`src/jesd_tx_regs.svh`:
```
// register offsets, field positions, reset values and link constants of the transmit link
`ifndef JESD_TX_REGS_SVH
`define JESD_TX_REGS_SVH
`define OFS_CTRL 5'h00
`define OFS_CFG 5'h04
`define OFS_MAP 5'h08
`define OFS_STAT 5'h0C
`define OFS_IDS 5'h10
`define RST_CTRL 32'h0000_0007
`define RST_CFG 32'h0070_D113
`define RST_MAP 32'h0000_3210
`define RST_IDS 32'h0000_0000
`define C_EN 0
`define C_SCR 1
`define C_FACI 2
`define C_SE 3
`define C_SWEN 4
`define C_SWV 5
`define C_TAIL 6
`define G_L 0
`define G_M 4
`define G_NP 8
`define G_N 12
`define G_CS 16
`define G_K 20
`define I_DID 0
`define I_BID 8
`define S_ST 0
`define S_MF 4
`define S_SYNC 8
`define S_F 16
`define K28_0 8'h1C
`define K28_3 8'h7C
`define K28_4 8'h9C
`define K28_5 8'hBC
`define K28_7 8'hFC
`define NP_WIDE 5'h10
`define NP_NARROW 5'h08
`define N_MIN 5'h07
`define N_MAX 5'h10
`define ILAS_LAST_MF 2'h3
`define CFG_FIRST 9'h002
`define CFG_END 9'h010
`define SUBCLASS 3'h1
`define JESDV 3'h1
`define SCR_SEED 15'h7FFF
`define PRBS_SEED 16'hACE1
`define RESP_OK 2'h0
`define RESP_ERR 2'h2
`endif

```
`src/jesd_tx_pkg.sv`:
```
// shared types of the transmit link
package jesd_tx_pkg;
	typedef enum logic [2:0] {ST_CGS = 3'h1, ST_ILAS = 3'h2, ST_DATA = 3'h4} link_state_t;
	typedef logic [7:0] octet_t;
endpackage : jesd_tx_pkg

```
`src/jesd204b_transmit_link.sv`:
```
// transmit link: transport packing, scrambler, 8b/10b encoder and link establishment
//
// Implementation choices: the register offsets and the AXI4-Lite register port.
`timescale 1ns/1ps
`include "jesd_tx_regs.svh"
module jesd204b_transmit_link (
	// clock and reset
	input wire logic clk_sys,
	input wire logic nrst,
	// axi4-lite register slave
	input wire logic [4:0] s_axi_awaddr,
	input wire logic s_axi_awvalid,
	output logic s_axi_awready,
	input wire logic [31:0] s_axi_wdata,
	input wire logic [3:0] s_axi_wstrb,
	input wire logic s_axi_wvalid,
	output logic s_axi_wready,
	output logic [1:0] s_axi_bresp,
	output logic s_axi_bvalid,
	input wire logic s_axi_bready,
	input wire logic [4:0] s_axi_araddr,
	input wire logic s_axi_arvalid,
	output logic s_axi_arready,
	output logic [31:0] s_axi_rdata,
	output logic [1:0] s_axi_rresp,
	output logic s_axi_rvalid,
	input wire logic s_axi_rready,
	// converter samples, msb-justified, converter 0 in the low bits
	input wire logic [127:0] samples_in,
	input wire logic [23:0] conv_ctrl,
	output logic sample_take,
	// pins from the receiver and the system
	input wire logic sync_request_n,
	input wire logic sync_request_n_comp,
	input wire logic sysref_in,
	// 10-bit symbols to the serializers, bit 9 sent first
	output logic [9:0] serial_lane0_out,
	output logic [9:0] serial_lane1_out,
	output logic [9:0] serial_lane2_out,
	output logic [9:0] serial_lane3_out
);

////////////////////////////////////////////////////////////////////////////////

function automatic logic [3:0] ones(input logic [9:0] v);
	logic [3:0] c;
	c = 4'h0;
	for (int i = 0; i < 10; i++) begin
		c = c + {3'h0, v[i]};
	end
	ones = c;
endfunction : ones

function automatic logic [5:0] tbl6(input logic [4:0] x);
	unique case (x)
		5'h00: tbl6 = 6'h27;
		5'h01: tbl6 = 6'h1D;
		5'h02: tbl6 = 6'h2D;
		5'h03: tbl6 = 6'h31;
		5'h04: tbl6 = 6'h35;
		5'h05: tbl6 = 6'h29;
		5'h06: tbl6 = 6'h19;
		5'h07: tbl6 = 6'h38;
		5'h08: tbl6 = 6'h39;
		5'h09: tbl6 = 6'h25;
		5'h0A: tbl6 = 6'h15;
		5'h0B: tbl6 = 6'h34;
		5'h0C: tbl6 = 6'h0D;
		5'h0D: tbl6 = 6'h2C;
		5'h0E: tbl6 = 6'h1C;
		5'h0F: tbl6 = 6'h17;
		5'h10: tbl6 = 6'h1B;
		5'h11: tbl6 = 6'h23;
		5'h12: tbl6 = 6'h13;
		5'h13: tbl6 = 6'h32;
		5'h14: tbl6 = 6'h0B;
		5'h15: tbl6 = 6'h2A;
		5'h16: tbl6 = 6'h1A;
		5'h17: tbl6 = 6'h3A;
		5'h18: tbl6 = 6'h33;
		5'h19: tbl6 = 6'h26;
		5'h1A: tbl6 = 6'h16;
		5'h1B: tbl6 = 6'h36;
		5'h1C: tbl6 = 6'h0E;
		5'h1D: tbl6 = 6'h2E;
		5'h1E: tbl6 = 6'h1E;
		5'h1F: tbl6 = 6'h2B;
	endcase
endfunction : tbl6

function automatic logic [3:0] tbl4(input logic [2:0] y);
	unique case (y)
		3'h0: tbl4 = 4'hB;
		3'h1: tbl4 = 4'h9;
		3'h2: tbl4 = 4'h5;
		3'h3: tbl4 = 4'hC;
		3'h4: tbl4 = 4'hD;
		3'h5: tbl4 = 4'hA;
		3'h6: tbl4 = 4'h6;
		3'h7: tbl4 = 4'hE;
	endcase
endfunction : tbl4

// only K28.y control characters exist on this link, so k forces the K28 sub-block
function automatic logic [10:0] enc(input logic [7:0] d, input logic k, input logic rd);
	logic [5:0] s;
	logic [3:0] f;
	logic r1;
	logic alt;
	logic [4:0] x;
	x = d[4:0];
	s = k ? 6'h0F : tbl6(x);
	if (rd && (ones({4'h0, s}) != 4'h3 || (!k && x == 5'h07))) begin
		s = ~s;
	end
	r1 = (ones({4'h0, s}) == 4'h3) ? rd : ~rd;
	alt = (d[7:5] == 3'h7) && (k || (!r1 && (x == 5'h11 || x == 5'h12 || x == 5'h14))
		|| (r1 && (x == 5'h0B || x == 5'h0D || x == 5'h0E)));
	f = alt ? 4'h7 : tbl4(d[7:5]);
	// neutral K28 sub-blocks still flip with disparity, unlike their data twins
	if ((r1 && (ones({6'h0, f}) != 4'h2 || d[7:5] == 3'h3))
		|| (k && !r1 && ones({6'h0, f}) == 4'h2 && d[7:5] != 3'h3)) begin
		f = ~f;
	end
	enc = {(ones({6'h0, f}) == 4'h2) ? r1 : ~r1, s, f};
endfunction : enc

// returns next scrambler state and the scrambled octet, msb first
function automatic logic [22:0] scramble(input logic [14:0] s, input logic [7:0] d);
	logic [14:0] t;
	logic [7:0] o;
	t = s;
	o = 8'h00;
	for (int i = 7; i >= 0; i--) begin
		o[i] = d[i] ^ t[14] ^ t[13];
		t = {t[13:0], o[i]};
	end
	scramble = {t, o};
endfunction : scramble

// sample bits first, then control bits msb first, then tail bits
function automatic logic [15:0] fmt(input logic [15:0] s, input logic [2:0] c, input logic [4:0] n,
	input logic [1:0] cs, input logic [15:0] prbs, input logic tm);
	logic [15:0] w;
	int j;
	w = 16'h0000;
	for (int i = 0; i < 16; i++) begin
		j = 15 - i;
		if (j < int'(n)) begin
			w[i] = s[i];
		end else if (j < int'(n) + int'(cs)) begin
			w[i] = c[2 - (j - int'(n))];
		end else begin
			w[i] = tm & prbs[i];
		end
	end
	fmt = w;
endfunction : fmt

function automatic logic [31:0] wmask(input logic [31:0] o, input logic [31:0] d, input logic [3:0] b);
	logic [31:0] r;
	r = o;
	for (int i = 0; i < 4; i++) begin
		if (b[i]) begin
			r[8*i +: 8] = d[8*i +: 8];
		end
	end
	wmask = r;
endfunction : wmask

function automatic logic mapped(input logic [4:0] a);
	logic [4:0] w;
	w = {a[4:2], 2'h0};
	mapped = w == `OFS_CTRL || w == `OFS_CFG || w == `OFS_MAP || w == `OFS_STAT || w == `OFS_IDS;
endfunction : mapped

////////////////////////////////////////////////////////////////////////////////

logic [31:0] ctrl_r;
logic [31:0] cfg_r;
logic [31:0] map_r;
logic [31:0] ids_r;
logic aw_hold_r;
logic w_hold_r;
logic [4:0] aw_addr_r;
logic [31:0] wdata_r;
logic [3:0] wstrb_r;
logic wr_fire;
logic [31:0] stat;

assign s_axi_awready = !aw_hold_r && !s_axi_bvalid;
assign s_axi_wready = !w_hold_r && !s_axi_bvalid;
assign s_axi_arready = !s_axi_rvalid;
assign wr_fire = aw_hold_r && w_hold_r && !s_axi_bvalid;

always_ff @(posedge clk_sys or negedge nrst) begin
	if (!nrst) begin
		aw_hold_r <= 1'b0;
		w_hold_r <= 1'b0;
		aw_addr_r <= 5'h00;
		wdata_r <= 32'h0000_0000;
		wstrb_r <= 4'h0;
		s_axi_bvalid <= 1'b0;
		s_axi_bresp <= `RESP_OK;
	end else begin
		if (s_axi_awvalid && s_axi_awready) begin
			aw_hold_r <= 1'b1;
			aw_addr_r <= s_axi_awaddr;
		end
		if (s_axi_wvalid && s_axi_wready) begin
			w_hold_r <= 1'b1;
			wdata_r <= s_axi_wdata;
			wstrb_r <= s_axi_wstrb;
		end
		if (wr_fire) begin
			aw_hold_r <= 1'b0;
			w_hold_r <= 1'b0;
			s_axi_bvalid <= 1'b1;
			s_axi_bresp <= mapped(aw_addr_r) ? `RESP_OK : `RESP_ERR;
		end else if (s_axi_bvalid && s_axi_bready) begin
			s_axi_bvalid <= 1'b0;
		end
	end
end

// status writes are accepted and ignored
always_ff @(posedge clk_sys or negedge nrst) begin
	if (!nrst) begin
		ctrl_r <= `RST_CTRL;
		cfg_r <= `RST_CFG;
		map_r <= `RST_MAP;
		ids_r <= `RST_IDS;
	end else if (wr_fire) begin
		case ({aw_addr_r[4:2], 2'h0})
			`OFS_CTRL: ctrl_r <= wmask(ctrl_r, wdata_r, wstrb_r);
			`OFS_CFG: cfg_r <= wmask(cfg_r, wdata_r, wstrb_r);
			`OFS_MAP: map_r <= wmask(map_r, wdata_r, wstrb_r);
			`OFS_IDS: ids_r <= wmask(ids_r, wdata_r, wstrb_r);
			default: ;
		endcase
	end
end

always_ff @(posedge clk_sys or negedge nrst) begin
	if (!nrst) begin
		s_axi_rvalid <= 1'b0;
		s_axi_rdata <= 32'h0000_0000;
		s_axi_rresp <= `RESP_OK;
	end else if (s_axi_arvalid && s_axi_arready) begin
		s_axi_rvalid <= 1'b1;
		s_axi_rresp <= mapped(s_axi_araddr) ? `RESP_OK : `RESP_ERR;
		case ({s_axi_araddr[4:2], 2'h0})
			`OFS_CTRL: s_axi_rdata <= ctrl_r;
			`OFS_CFG: s_axi_rdata <= cfg_r;
			`OFS_MAP: s_axi_rdata <= map_r;
			`OFS_STAT: s_axi_rdata <= stat;
			`OFS_IDS: s_axi_rdata <= ids_r;
			default: s_axi_rdata <= 32'h0000_0000;
		endcase
	end else if (s_axi_rvalid && s_axi_rready) begin
		s_axi_rvalid <= 1'b0;
	end
end

////////////////////////////////////////////////////////////////////////////////

logic [1:0] l_log;
logic [2:0] lanes_n;
logic [3:0] m_n;
logic [4:0] np;
logic [4:0] n_res;
logic [1:0] cs;
logic [5:0] k_n;
logic [4:0] tail_n;
logic [7:0] fo;
logic [4:0] f_n;

always_comb begin
	l_log = (cfg_r[`G_L +: 2] == 2'h0) ? 2'h0 : (cfg_r[`G_L +: 2] == 2'h1) ? 2'h1 : 2'h2;
	lanes_n = 3'h1 << l_log;
	m_n = 4'h1 << cfg_r[`G_M +: 2];
	np = cfg_r[`G_NP] ? `NP_WIDE : `NP_NARROW;
	n_res = cfg_r[`G_N +: 4] + 5'h01;
	if (n_res < `N_MIN) begin
		n_res = `N_MIN;
	end
	cs = cfg_r[`G_CS +: 2];
	k_n = {{1'b0, cfg_r[`G_K +: 3]} + 4'h1, 2'h0};
	tail_n = (np >= n_res + {3'h0, cs}) ? np - n_res - {3'h0, cs} : 5'h00;
	// octets per frame before the lane split: M*N'/8
	fo = 8'({m_n, 5'h00} >> (cfg_r[`G_NP] ? 3'h4 : 3'h5));
	f_n = 5'(fo >> l_log);
	if (f_n == 5'h00) begin
		f_n = 5'h01;
	end
end

////////////////////////////////////////////////////////////////////////////////

// two flops per sync pin and three on sysref; the edge detector compares the second and third sysref stages
logic sync_p1_r, sync_p2_r, sync_c1_r, sync_c2_r;
logic sref1_r, sref2_r, sref3_r;
logic sync_ok;

always_ff @(posedge clk_sys or negedge nrst) begin
	if (!nrst) begin
		{sync_p1_r, sync_p2_r, sync_c1_r, sync_c2_r} <= 4'h0;
		{sref1_r, sref2_r, sref3_r} <= 3'h0;
	end else begin
		{sync_p2_r, sync_p1_r} <= {sync_p1_r, sync_request_n};
		{sync_c2_r, sync_c1_r} <= {sync_c1_r, sync_request_n_comp};
		{sref3_r, sref2_r, sref1_r} <= {sref2_r, sref1_r, sysref_in};
	end
end

// equal legs in differential mode count as a request, the safe side
assign sync_ok = ctrl_r[`C_SWEN] ? ctrl_r[`C_SWV] :
	ctrl_r[`C_SE] ? sync_p2_r : (sync_p2_r & ~sync_c2_r);

////////////////////////////////////////////////////////////////////////////////

logic [3:0] oct_cnt_r;
logic [4:0] frm_cnt_r;
logic last_oct, last_frm;
logic [9:0] pos_w;
logic [8:0] pos;

assign last_oct = {1'b0, oct_cnt_r} == f_n - 5'h01;
assign last_frm = {1'b0, frm_cnt_r} == k_n - 6'h01;
assign pos_w = 10'(frm_cnt_r * f_n) + {6'h0, oct_cnt_r};
assign pos = pos_w[8:0];
assign sample_take = last_oct;

// sysref realigns the local multiframe clock; a realign mid-sequence shortens it
always_ff @(posedge clk_sys or negedge nrst) begin
	if (!nrst) begin
		oct_cnt_r <= 4'h0;
		frm_cnt_r <= 5'h00;
	end else if (sref2_r && !sref3_r) begin
		oct_cnt_r <= 4'h0;
		frm_cnt_r <= 5'h00;
	end else if (last_oct) begin
		oct_cnt_r <= 4'h0;
		frm_cnt_r <= last_frm ? 5'h00 : frm_cnt_r + 5'h01;
	end else begin
		oct_cnt_r <= oct_cnt_r + 4'h1;
	end
end

jesd_tx_pkg::link_state_t st_r;
logic [1:0] mf_r;

always_ff @(posedge clk_sys or negedge nrst) begin
	if (!nrst) begin
		st_r <= jesd_tx_pkg::ST_CGS;
		mf_r <= 2'h0;
	end else if (!sync_ok || !ctrl_r[`C_EN]) begin
		st_r <= jesd_tx_pkg::ST_CGS;
		mf_r <= 2'h0;
	end else begin
		unique case (st_r)
			jesd_tx_pkg::ST_CGS: if (last_oct && last_frm) begin
				st_r <= jesd_tx_pkg::ST_ILAS;
			end
			jesd_tx_pkg::ST_ILAS: if (last_oct && last_frm) begin
				if (mf_r == `ILAS_LAST_MF) begin
					st_r <= jesd_tx_pkg::ST_DATA;
				end
				mf_r <= mf_r + 2'h1;
			end
			jesd_tx_pkg::ST_DATA: ;
		endcase
	end
end

assign stat = {11'h0, f_n, 7'h0, sync_ok, 2'h0, mf_r, 1'b0, st_r};

////////////////////////////////////////////////////////////////////////////////

logic [127:0] frame_r;
logic [127:0] frame_nxt;
logic [15:0] prbs_r;
logic [15:0] w;

always_comb begin
	frame_nxt = 128'h0;
	w = 16'h0000;
	for (int m = 0; m < 8; m++) begin
		if (m < int'(m_n)) begin
			w = fmt(samples_in[16*m +: 16], conv_ctrl[3*m +: 3], n_res, cs, prbs_r, ctrl_r[`C_TAIL]);
			if (cfg_r[`G_NP]) begin
				frame_nxt[127 - 16*m -: 16] = w;
			end else begin
				frame_nxt[127 - 8*m -: 8] = w[15:8];
			end
		end
	end
end

always_ff @(posedge clk_sys or negedge nrst) begin
	if (!nrst) begin
		frame_r <= 128'h0;
		prbs_r <= `PRBS_SEED;
	end else if (last_oct) begin
		frame_r <= frame_nxt;
		prbs_r <= {prbs_r[14:0], prbs_r[15] ^ prbs_r[13] ^ prbs_r[12] ^ prbs_r[10]};
	end
end

jesd_tx_pkg::octet_t cfg_o [0:13];
jesd_tx_pkg::octet_t cfg_sum;

// configuration octets use the minus-one notation the receiver checks against
always_comb begin
	cfg_o[0] = ids_r[`I_DID +: 8];
	cfg_o[1] = {4'h0, ids_r[`I_BID +: 4]};
	cfg_o[2] = 8'h00;
	cfg_o[3] = {ctrl_r[`C_SCR], 4'h0, lanes_n - 3'h1};
	cfg_o[4] = {3'h0, f_n - 5'h01};
	cfg_o[5] = {3'h0, 5'(k_n - 6'h01)};
	cfg_o[6] = {4'h0, m_n - 4'h1};
	cfg_o[7] = {cs, 1'b0, n_res - 5'h01};
	cfg_o[8] = {`SUBCLASS, np - 5'h01};
	cfg_o[9] = {`JESDV, 5'h00};
	cfg_o[10] = 8'h00;
	cfg_o[11] = 8'h00;
	cfg_o[12] = 8'h00;
	cfg_sum = 8'h00;
	for (int i = 0; i < 13; i++) begin
		cfg_sum = cfg_sum + cfg_o[i];
	end
	cfg_o[13] = cfg_sum;
end

////////////////////////////////////////////////////////////////////////////////

logic [14:0] scr_r [0:3];
jesd_tx_pkg::octet_t prev_r [0:3];
logic rd_r [0:3];
logic [9:0] sym_r [0:3];
jesd_tx_pkg::octet_t lk_oct [0:3];
logic lk_k [0:3];
logic [22:0] sc [0:3];
jesd_tx_pkg::octet_t dat [0:3];
logic [6:0] ix;
logic [8:0] ci;

always_comb begin
	ix = 7'h00;
	ci = 9'h000;
	for (int p = 0; p < 4; p++) begin
		ix = 7'(map_r[4*p +: 2] * f_n) + {3'h0, oct_cnt_r};
		lk_oct[p] = (ix < 7'h10) ? frame_r[{~ix[3:0], 3'h0} +: 8] : 8'h00;
		sc[p] = scramble(scr_r[p], lk_oct[p]);
		dat[p] = ctrl_r[`C_SCR] ? sc[p][7:0] : lk_oct[p];
		lk_k[p] = 1'b1;
		unique case (st_r)
			jesd_tx_pkg::ST_CGS: lk_oct[p] = `K28_5;
			jesd_tx_pkg::ST_ILAS: begin
				ci = pos - `CFG_FIRST;
				if (pos == 9'h000) begin
					lk_oct[p] = `K28_0;
				end else if (last_oct && last_frm) begin
					lk_oct[p] = `K28_3;
				end else if (mf_r == 2'h1 && pos == 9'h001) begin
					lk_oct[p] = `K28_4;
				end else if (mf_r == 2'h1 && pos >= `CFG_FIRST && pos < `CFG_END) begin
					lk_oct[p] = (ci[3:0] == 4'h2) ? 8'(p) : cfg_o[ci[3:0]];
					lk_oct[p] = (ci[3:0] == 4'hD) ? cfg_sum + 8'(p) : lk_oct[p];
					lk_k[p] = 1'b0;
				end else begin
					lk_oct[p] = pos[7:0];
					lk_k[p] = 1'b0;
				end
			end
			jesd_tx_pkg::ST_DATA: begin
				lk_oct[p] = dat[p];
				lk_k[p] = 1'b0;
				if (ctrl_r[`C_FACI] && last_oct) begin
					if (ctrl_r[`C_SCR]) begin
						if (last_frm ? dat[p] == `K28_3 : dat[p] == `K28_7) begin
							lk_k[p] = 1'b1;
						end
					end else if (dat[p] == prev_r[p]) begin
						lk_oct[p] = last_frm ? `K28_3 : `K28_7;
						lk_k[p] = 1'b1;
					end
				end
			end
		endcase
	end
end

// the scrambler only advances on user data so alignment octets leave it untouched
always_ff @(posedge clk_sys or negedge nrst) begin
	if (!nrst) begin
		for (int p = 0; p < 4; p++) begin
			scr_r[p] <= `SCR_SEED;
			prev_r[p] <= 8'h00;
			rd_r[p] <= 1'b0;
			sym_r[p] <= 10'h000;
		end
	end else begin
		for (int p = 0; p < 4; p++) begin
			if (st_r == jesd_tx_pkg::ST_DATA && ctrl_r[`C_SCR]) begin
				scr_r[p] <= sc[p][22:8];
			end
			if (st_r == jesd_tx_pkg::ST_DATA && last_oct) begin
				prev_r[p] <= dat[p];
			end
			{rd_r[p], sym_r[p]} <= enc(lk_oct[p], lk_k[p], rd_r[p]);
		end
	end
end

assign serial_lane0_out = sym_r[0];
assign serial_lane1_out = sym_r[1];
assign serial_lane2_out = sym_r[2];
assign serial_lane3_out = sym_r[3];
endmodule : jesd204b_transmit_link

```
`config.mk`:
```
export PLATFORM = sky130hd
export DESIGN_NAME = jesd204b_transmit_link
export DESIGN_NICKNAME = d
export VERILOG_FILES = /design/src/jesd_tx_pkg.sv /design/src/jesd204b_transmit_link.sv
export VERILOG_INCLUDE_DIRS = /design/src
export SDC_FILE = /design/constraint.sdc
export NUM_CORES = 2
export LEC_CHECK = 0
export BUFFER_PORTS_ARGS = -buffer_cell sky130_fd_sc_hd__buf_2
export CORE_ASPECT_RATIO = 0.8
export CORE_MARGIN = 2
export CORE_UTILIZATION = 46
export CTS_CLUSTER_SIZE = 24
export DETAILED_ROUTE_END_ITERATION = 6
export PLACE_DENSITY = 0.65
export RECOVER_POWER = 25
export SLEW_MARGIN = 40
export SYNTH_ARGS = -nofsm -noshare
export SYNTH_HDL_FRONTEND = slang
export SYNTH_SLANG_ARGS = --single-unit
```
`constraint.sdc`:
```
create_clock -name clk_sys -period 14.95 [get_ports clk_sys]
set_input_delay 1.495 -clock clk_sys [delete_from_list [all_inputs] [get_ports clk_sys]]
set_output_delay 1.495 -clock clk_sys [all_outputs]
set_load 0.02 [all_outputs]
```
# == After elaboration in Yosys (flattened, before gate mapping) ==
# Memory sizes are Yosys's and may differ from the RTL's.
# Cells that the tools add are included.
# word_totals
reg_bits,510
output_inout_bits,82
romBits,896
in_bits,208
memories,8
elab_cells,1413
# memory_table
name,words,width,read_ports,rd_clocked_by_memory_dff,wr,line,text
(no name shown),32,6,1,0,0,jesd204b_transmit_link.sv:55,unique case (x)
(no name shown),32,6,1,0,0,jesd204b_transmit_link.sv:55,
(no name shown),32,6,1,0,0,jesd204b_transmit_link.sv:55,
(no name shown),32,6,1,0,0,jesd204b_transmit_link.sv:55,
(no name shown),8,4,1,0,0,jesd204b_transmit_link.sv:92,unique case (y)
(no name shown),8,4,1,0,0,jesd204b_transmit_link.sv:92,
2 more memories,n/a,n/a,n/a,n/a,n/a,n/a,
# op_classes
bitwise,106
multipliers,5
n_reduce_logical,144
n_lt_le_gt_ge,64
add_sub_neg,125
n_eq_ne,94
n_mux,804
shifts,8
# ops
operator,count
$mux W1,554
$shiftx A128 B8 Y8,4
$mux W8,61
$bmux W1 S2,128
$lt A5 B32 Y1 const A,8
$mux W16,14
$pmux W32 S5,1
$lt A4 B32 Y1 const A,4
$lt A7 B4 Y1 const B,16
$sub A3 B6 Y7 const A,16
$pmux W8 S3,4
$xor A1 B1 Y1,67
$add A3 B1 Y4,16
$add A4 B1 Y4,16
$lt A3 B32 Y1 const A,2
$eq A5 B4 Y1 const B,12
$eq A5 B5 Y1 const B,12
$logic_and A1 B1 Y1,53
$eq A4 B2 Y1 const B,13
$add A2 B1 Y3,16
$mux W6,8
$reduce_and A3 Y1,16
$sub A4 B5 Y6 const A,8
$logic_or A1 B1 Y1,45
82 further kinds,256

# == Logic depth before layout (Yosys ltp) ==
# An unclocked memory read counts as a cell.
# depth
ltp_word,60
mapped_depth,71
ltp_nobuf,67

# == Least setup slack after synthesis ==
# No wires, ideal clock.
# synth_timing
kind,register -> register
from,reg cfg_r[15]
to,reg rd_r[3] (netlist bit)
synth_period_minus_slack_ps,15078
t_arrival_ps,14939
path_stages_with_launch,60
n_path_buf,6
setup_slack_ps,-128
required_time_ps,14811
setup_ps,139
cell_sequence,dfstp_2 clkbuf_1 clkbuf_1 nand2_1 o21bai_1 nand2b_1 clkbuf_1 ha_1 clkbuf_1 inv_1 clkbuf_1 fa_1 inv_1 fa_1 inv_1 fa_1 fa_1 ha_1 [24 not listed] nor2_1 xnor2_1 nand2_1 or4_1 a311oi_1 nor2b_1 fa_1 inv_1 ha_1 ha_1 o311ai_1 mux2i_1 xor2_1 ha_1 or3_1 ha_1 nor3b_1 xnor2_1
# synth_via
elab_chain_cells,54
# synth_lines
item,line,text
from (decl),jesd204b_transmit_link.sv:180,logic [31:0] cfg_r;
from (signal assigned),jesd204b_transmit_link.sv:230,cfg_r <= `RST_CFG;
from (signal assigned),jesd204b_transmit_link.sv:236,"`OFS_CFG: cfg_r <= wmask(cfg_r, wdata_r, wstrb_r);"
$add A4 B1 Y5 *,jesd204b_transmit_link.sv:283,n_res = cfg_r[`G_N +: 4] + 5'h01;
$lt A5 B3 Y1 (no source line),n/a,
$mux W5 *,jesd204b_transmit_link.sv:284,if (n_res < `N_MIN) begin
$sub A5 B1 Y5 *,jesd204b_transmit_link.sv:422,"cfg_o[7] = {cs, 1'b0, n_res - 5'h01};"
$add A8 B8 Y8,jesd204b_transmit_link.sv:430,cfg_sum = cfg_sum + cfg_o[i];
$add A8 B6 Y8 (2 in series),jesd204b_transmit_link.sv:430,
$bmux W8 S4,jesd204b_transmit_link.sv:468,lk_oct[p] = (ci[3:0] == 4'h2) ? 8'(p) : cfg_o[ci[3:0]];
$mux W8 (implied by the code) (2 in series),jesd204b_transmit_link.sv:468,
[36 not listed],n/a,
$logic_and A1 B1 Y1 (on tied branches),"jesd204b_transmit_link.sv:121, jesd204b_transmit_link.sv:122",
$logic_or A1 B1 Y1,jesd204b_transmit_link.sv:122,"|| (k && !r1 && ones({6'h0, f}) == 4'h2 && d[7:5] != 3'h3)) begin"
$mux W4,jesd204b_transmit_link.sv:121,"if ((r1 && (ones({6'h0, f}) != 4'h2 || d[7:5] == 3'h3))"
$add A1 B1 Y2,jesd204b_transmit_link.sv:49,"c = c + {3'h0, v[i]};"
$add A2 B1 Y3,jesd204b_transmit_link.sv:49,
$add A3 B1 Y4,jesd204b_transmit_link.sv:49,
$eq A4 B2 Y1,jesd204b_transmit_link.sv:125,"enc = {(ones({6'h0, f}) == 4'h2) ? r1 : ~r1, s, f};"
$mux W1 *,jesd204b_transmit_link.sv:125,
"to (signal, indexed assignment)",jesd204b_transmit_link.sv:511,"{rd_r[p], sym_r[p]} <= enc(lk_oct[p], lk_k[p], rd_r[p]);"
to (decl),jesd204b_transmit_link.sv:439,logic rd_r [0:3];
# Mark *: on every way between the ends. The rest lies on a longest branch, timed or not. The select of a mux whose other input is x is not followed.
# A chain may end at the register's enable or synchronous reset.

# == Worst setup path after layout ==
# layout_timing
from,reg cfg_r[0]
to,reg rd_r[2] (netlist bit)
# layout_via
elab_chain_cells,60
# layout_lines
item,line,text
$eq A2 B1 Y1,jesd204b_transmit_link.sv:279,l_log = (cfg_r[`G_L +: 2] == 2'h0) ? 2'h0 : (cfg_r[`G_L +: 2] == 2'h1) ? 2'h1 : 2'h2;
$mux W2,jesd204b_transmit_link.sv:279,
$mux W2 *,jesd204b_transmit_link.sv:279,
"parallel branches: the longest is 56 deep, another holds $add A8 B8 Y8",n/a,
$mux W1 *,jesd204b_transmit_link.sv:125,
# Every way passes the cells marked *. The select of a mux whose other input is x is not followed.

==> qor.json <==
{
  "outcome": "complete, but fails checks",
  "violations_in_the_final_reports": "max-capacitance violations, max-slew violations",
  "synth_area_mm2": 0.0378,
  "synth.avg_cell_area_um2": 9.69,
  "ys_async_sr_fraction": 1.00,
  "criticalPathCategory": "reg2reg",
  "largest_clock_skew_in_the_final_design_ps": 40.6,
  "yosys_warnings": 0,
  "timing.critical_path.required_ps": 15470,
  "worst_slack_placed_ps": -19.8,
  "crit_path_start_kind": "flop",
  "max-slew-margin-rel": -2.32,
  "layout-drive-gt1-share": 0.267,
  "ys_types": 101,
  "detailroute.via_count": 32712,
  "grt_pass1_vias": 31380,
  "avgViaCountPerCell": 6.13,
  "grt_start_max_net_pins": 137,
  "edff_count_synth": 0,
  "cpPeakStageDelay_ps": 700,
  "filler_cell_count": 7309,
  "fp-row-count": 93,
  "final_min_period_over_clock_period": 0.964,
  "synth_cells": 3898,
  "post-route-drc-count": 0,
  "layout.cells.most_common_list": "nand2_1, dfrtp_1, buf_2, nor2_1, o21ai_0",
  "max-clock-path-buffers": 3,
  "buffers_added_on_ports": 283,
  "end_kind": "flop",
  "slew_viol_final": 305,
  "worstSkewPairLatency_ps": 660,
  "cts_num_sinks": 506,
  "synth_top_family_by_area": "multiplexers",
  "post-place-cells": 5201,
  "critical_path.most_common_cell": "ha_1",
  "synth_adder_area_share": 0.0830,
  "crit_slowest_cell": "fa_2",
  "finalSetupViolations": 0,
  "syn_to_final_growth_pct": 15.0,
  "synth_xor_area_frac": 0.0632,
  "worst_slew_pin_slew_ps": 4980,
  "cts-htree-levels": 2,
  "die-area_mm2": 0.0844,
  "holdBufCountCts": 0,
  "min-delay-path-class": "reg2reg",
  "cts_inserted_buffers": 55,
  "dieWidth_um": 324,
  "worst-endpoint-arrival_ps": 14930,
  "cts_tree": "done",
  "worstPathMaxFanout": 7,
  "synth.ff_latch_count": 506,
  "synthSimpleGateAreaFrac": 0.139,
  "synth_compound_gate_area_share": 0.168,
  "hpwl_mm": 96.2,
  "clock_tree.root_cell": "clkbuf_16",
  "grt_overflow": 0,
  "maxClockFrequency_mhz": 69.4,
  "track_usage": 0.298,
  "post_cts_clock_slew_at_the_launch_and_capture_registers_of_the_worst_setup_and_hold_paths_ps": 70,
  "grt_setup_unrepaired": "true",
  "initial_core_util": 0.467,
  "avgRoutedWirePerCell_um": 23.8,
  "fin_util": 0.537,
  "synth.yosys.seq_area_share": 0.338,
  "ys.flop_type": "dfrtp_1",
  "detail_route.iter0.violations": 3280,
  "finalHoldViolations": 0,
  "layout.cells.most_common": "nand2_1",
  "drt-pass1-iter-count": 6,
  "fp.coreArea_mm2": 0.0809,
  "layoutNonFillerInstCount": 5334,
  "globalplace.congestion": 0.990,
  "die-height_um": 260,
  "boundaryPins": 290,
  "detail_route.wirelength_mm": 127,
  "final_worst_setup_slack_ps": 544,
  "antenna_nets_post_route": 0,
  "final.min_clock_period_ps": 14410,
  "num-nets-final": 4610,
  "drv_cap": 6,
  "grt_antenna_before_repair": 2,
  "synth_mux_area_frac": 0.169,
  "grt_first_pass_wirelength_mm": 193
}
-- synthesized netlist by cell type, drive strengths merged (66+ instances only) --
master  count  area [µm²]
xnor2     134        1170
mux2i     112        1120
mux4      108        2440
clkbuf    166         623
ha        132        1650
xor2      110         963
mux2      250        2820
inv       149         559
o21ai     276        1390
dfrtp     420       10500
dfstp      86        2260
a21oi     196         988
fa         73        1460
a221oi     66         578
nand2     476        1790
nand3      70         350
nor2      280        1050
and2       68         425
-- final timing paths --
path                            from           end  slack [ps]  cells past startpoint
max                         cfg_r[0]       rd_r[2]         540                     60
min reg2reg                sync_c1_r     sync_c2_r         350                      0
max reg2reg                 cfg_r[0]       rd_r[2]         540                     60
min                        sync_c1_r     sync_c2_r         350                      0
max in group asynchronous       nrst  frame_r[126]        7490                      2
min in group asynchronous       nrst     prbs_r[4]        2670                      1
-- worst max-delay path, delay by kind of cell (launching register included) --
kind | cells | cell delay [ps]
DFF | 1 | 580
buffers and inverters | 9 | 830
muxes | 3 | 1490
adders and majority gates | 18 | 6230
AOI/OAI and AO/OA | 12 | 2730
xor gates and xnor gates | 4 | 570
and+or+nand+nor | 14 | 1830
-- per-stage QoR --
stage	setup TNS [ps]	hold WS, ps	instance area (µm²)
after floorplan	0	331	37800
after global placement	0	338	40800
after detailed placement	-19.8	345	40900
after CTS	0	359	42800
after global routing	-214	374	43400
final	0	354	43400
-- state kept, by name, indices dropped and copies added (netlist names), 2 cells and up --
register          cells
wdata_r              32
oct_cnt_r             4
rd_r                  4
serial_lane0_out     10
serial_lane3_out     10
ctrl_r               32
st_r                  3
wstrb_r               4
prev_r               32
serial_lane1_out     10
s_axi_rdata          32
serial_lane2_out     10
map_r                32
prbs_r               16
scr_r                32
sc                   28
cfg_r                32
frm_cnt_r             5
mf_r                  2
ids_r                32
aw_addr_r             3
frame_r             128
-- layout make-up --
class | count | area [µm²] | area share
clock inverters | 27 | 370 | 0.00853
repair buffers | 462 | 2810 | 0.0648
clock buffers | 74 | 1570 | 0.0361
flip-flops and latches | 506 | 12800 | 0.294
inverters | 152 | 571 | 0.0131
diodes | 1 | 2.50 | 0.0000577
well taps | 1092 | 1370 | 0.0315
multi-input cells | 3020 | 23900 | 0.552
-- routing by layer --
metal | GRT usage | wire [µm]
met1 | 0.438 | 55500
met2 | 0.442 | 54900
met3 | 0.0545 | 11900
met4 | 0.0970 | 4400
met5 | 0 | 13
-- kinds of logic after synthesis --
family | Yosys count
mux | 470
simple gates | 1141
buf+inv | 375
compound gates | 943
fa+ha+maj | 207
other cells | 1
flops | 506
xor+xnor | 255
-- what timing repair did --
| action | CTS | global route |
|---|---|---|
| pin swaps | 1 | 14 |
| resized for setup | 1 | 82 |
| buffers inserted | 1 | 29 |
| setup endpoints to repair | 1 | 4 |
Power is not shown: default switching activity piles up to over one toggle a cycle in this logic, so the estimate is an artifact.
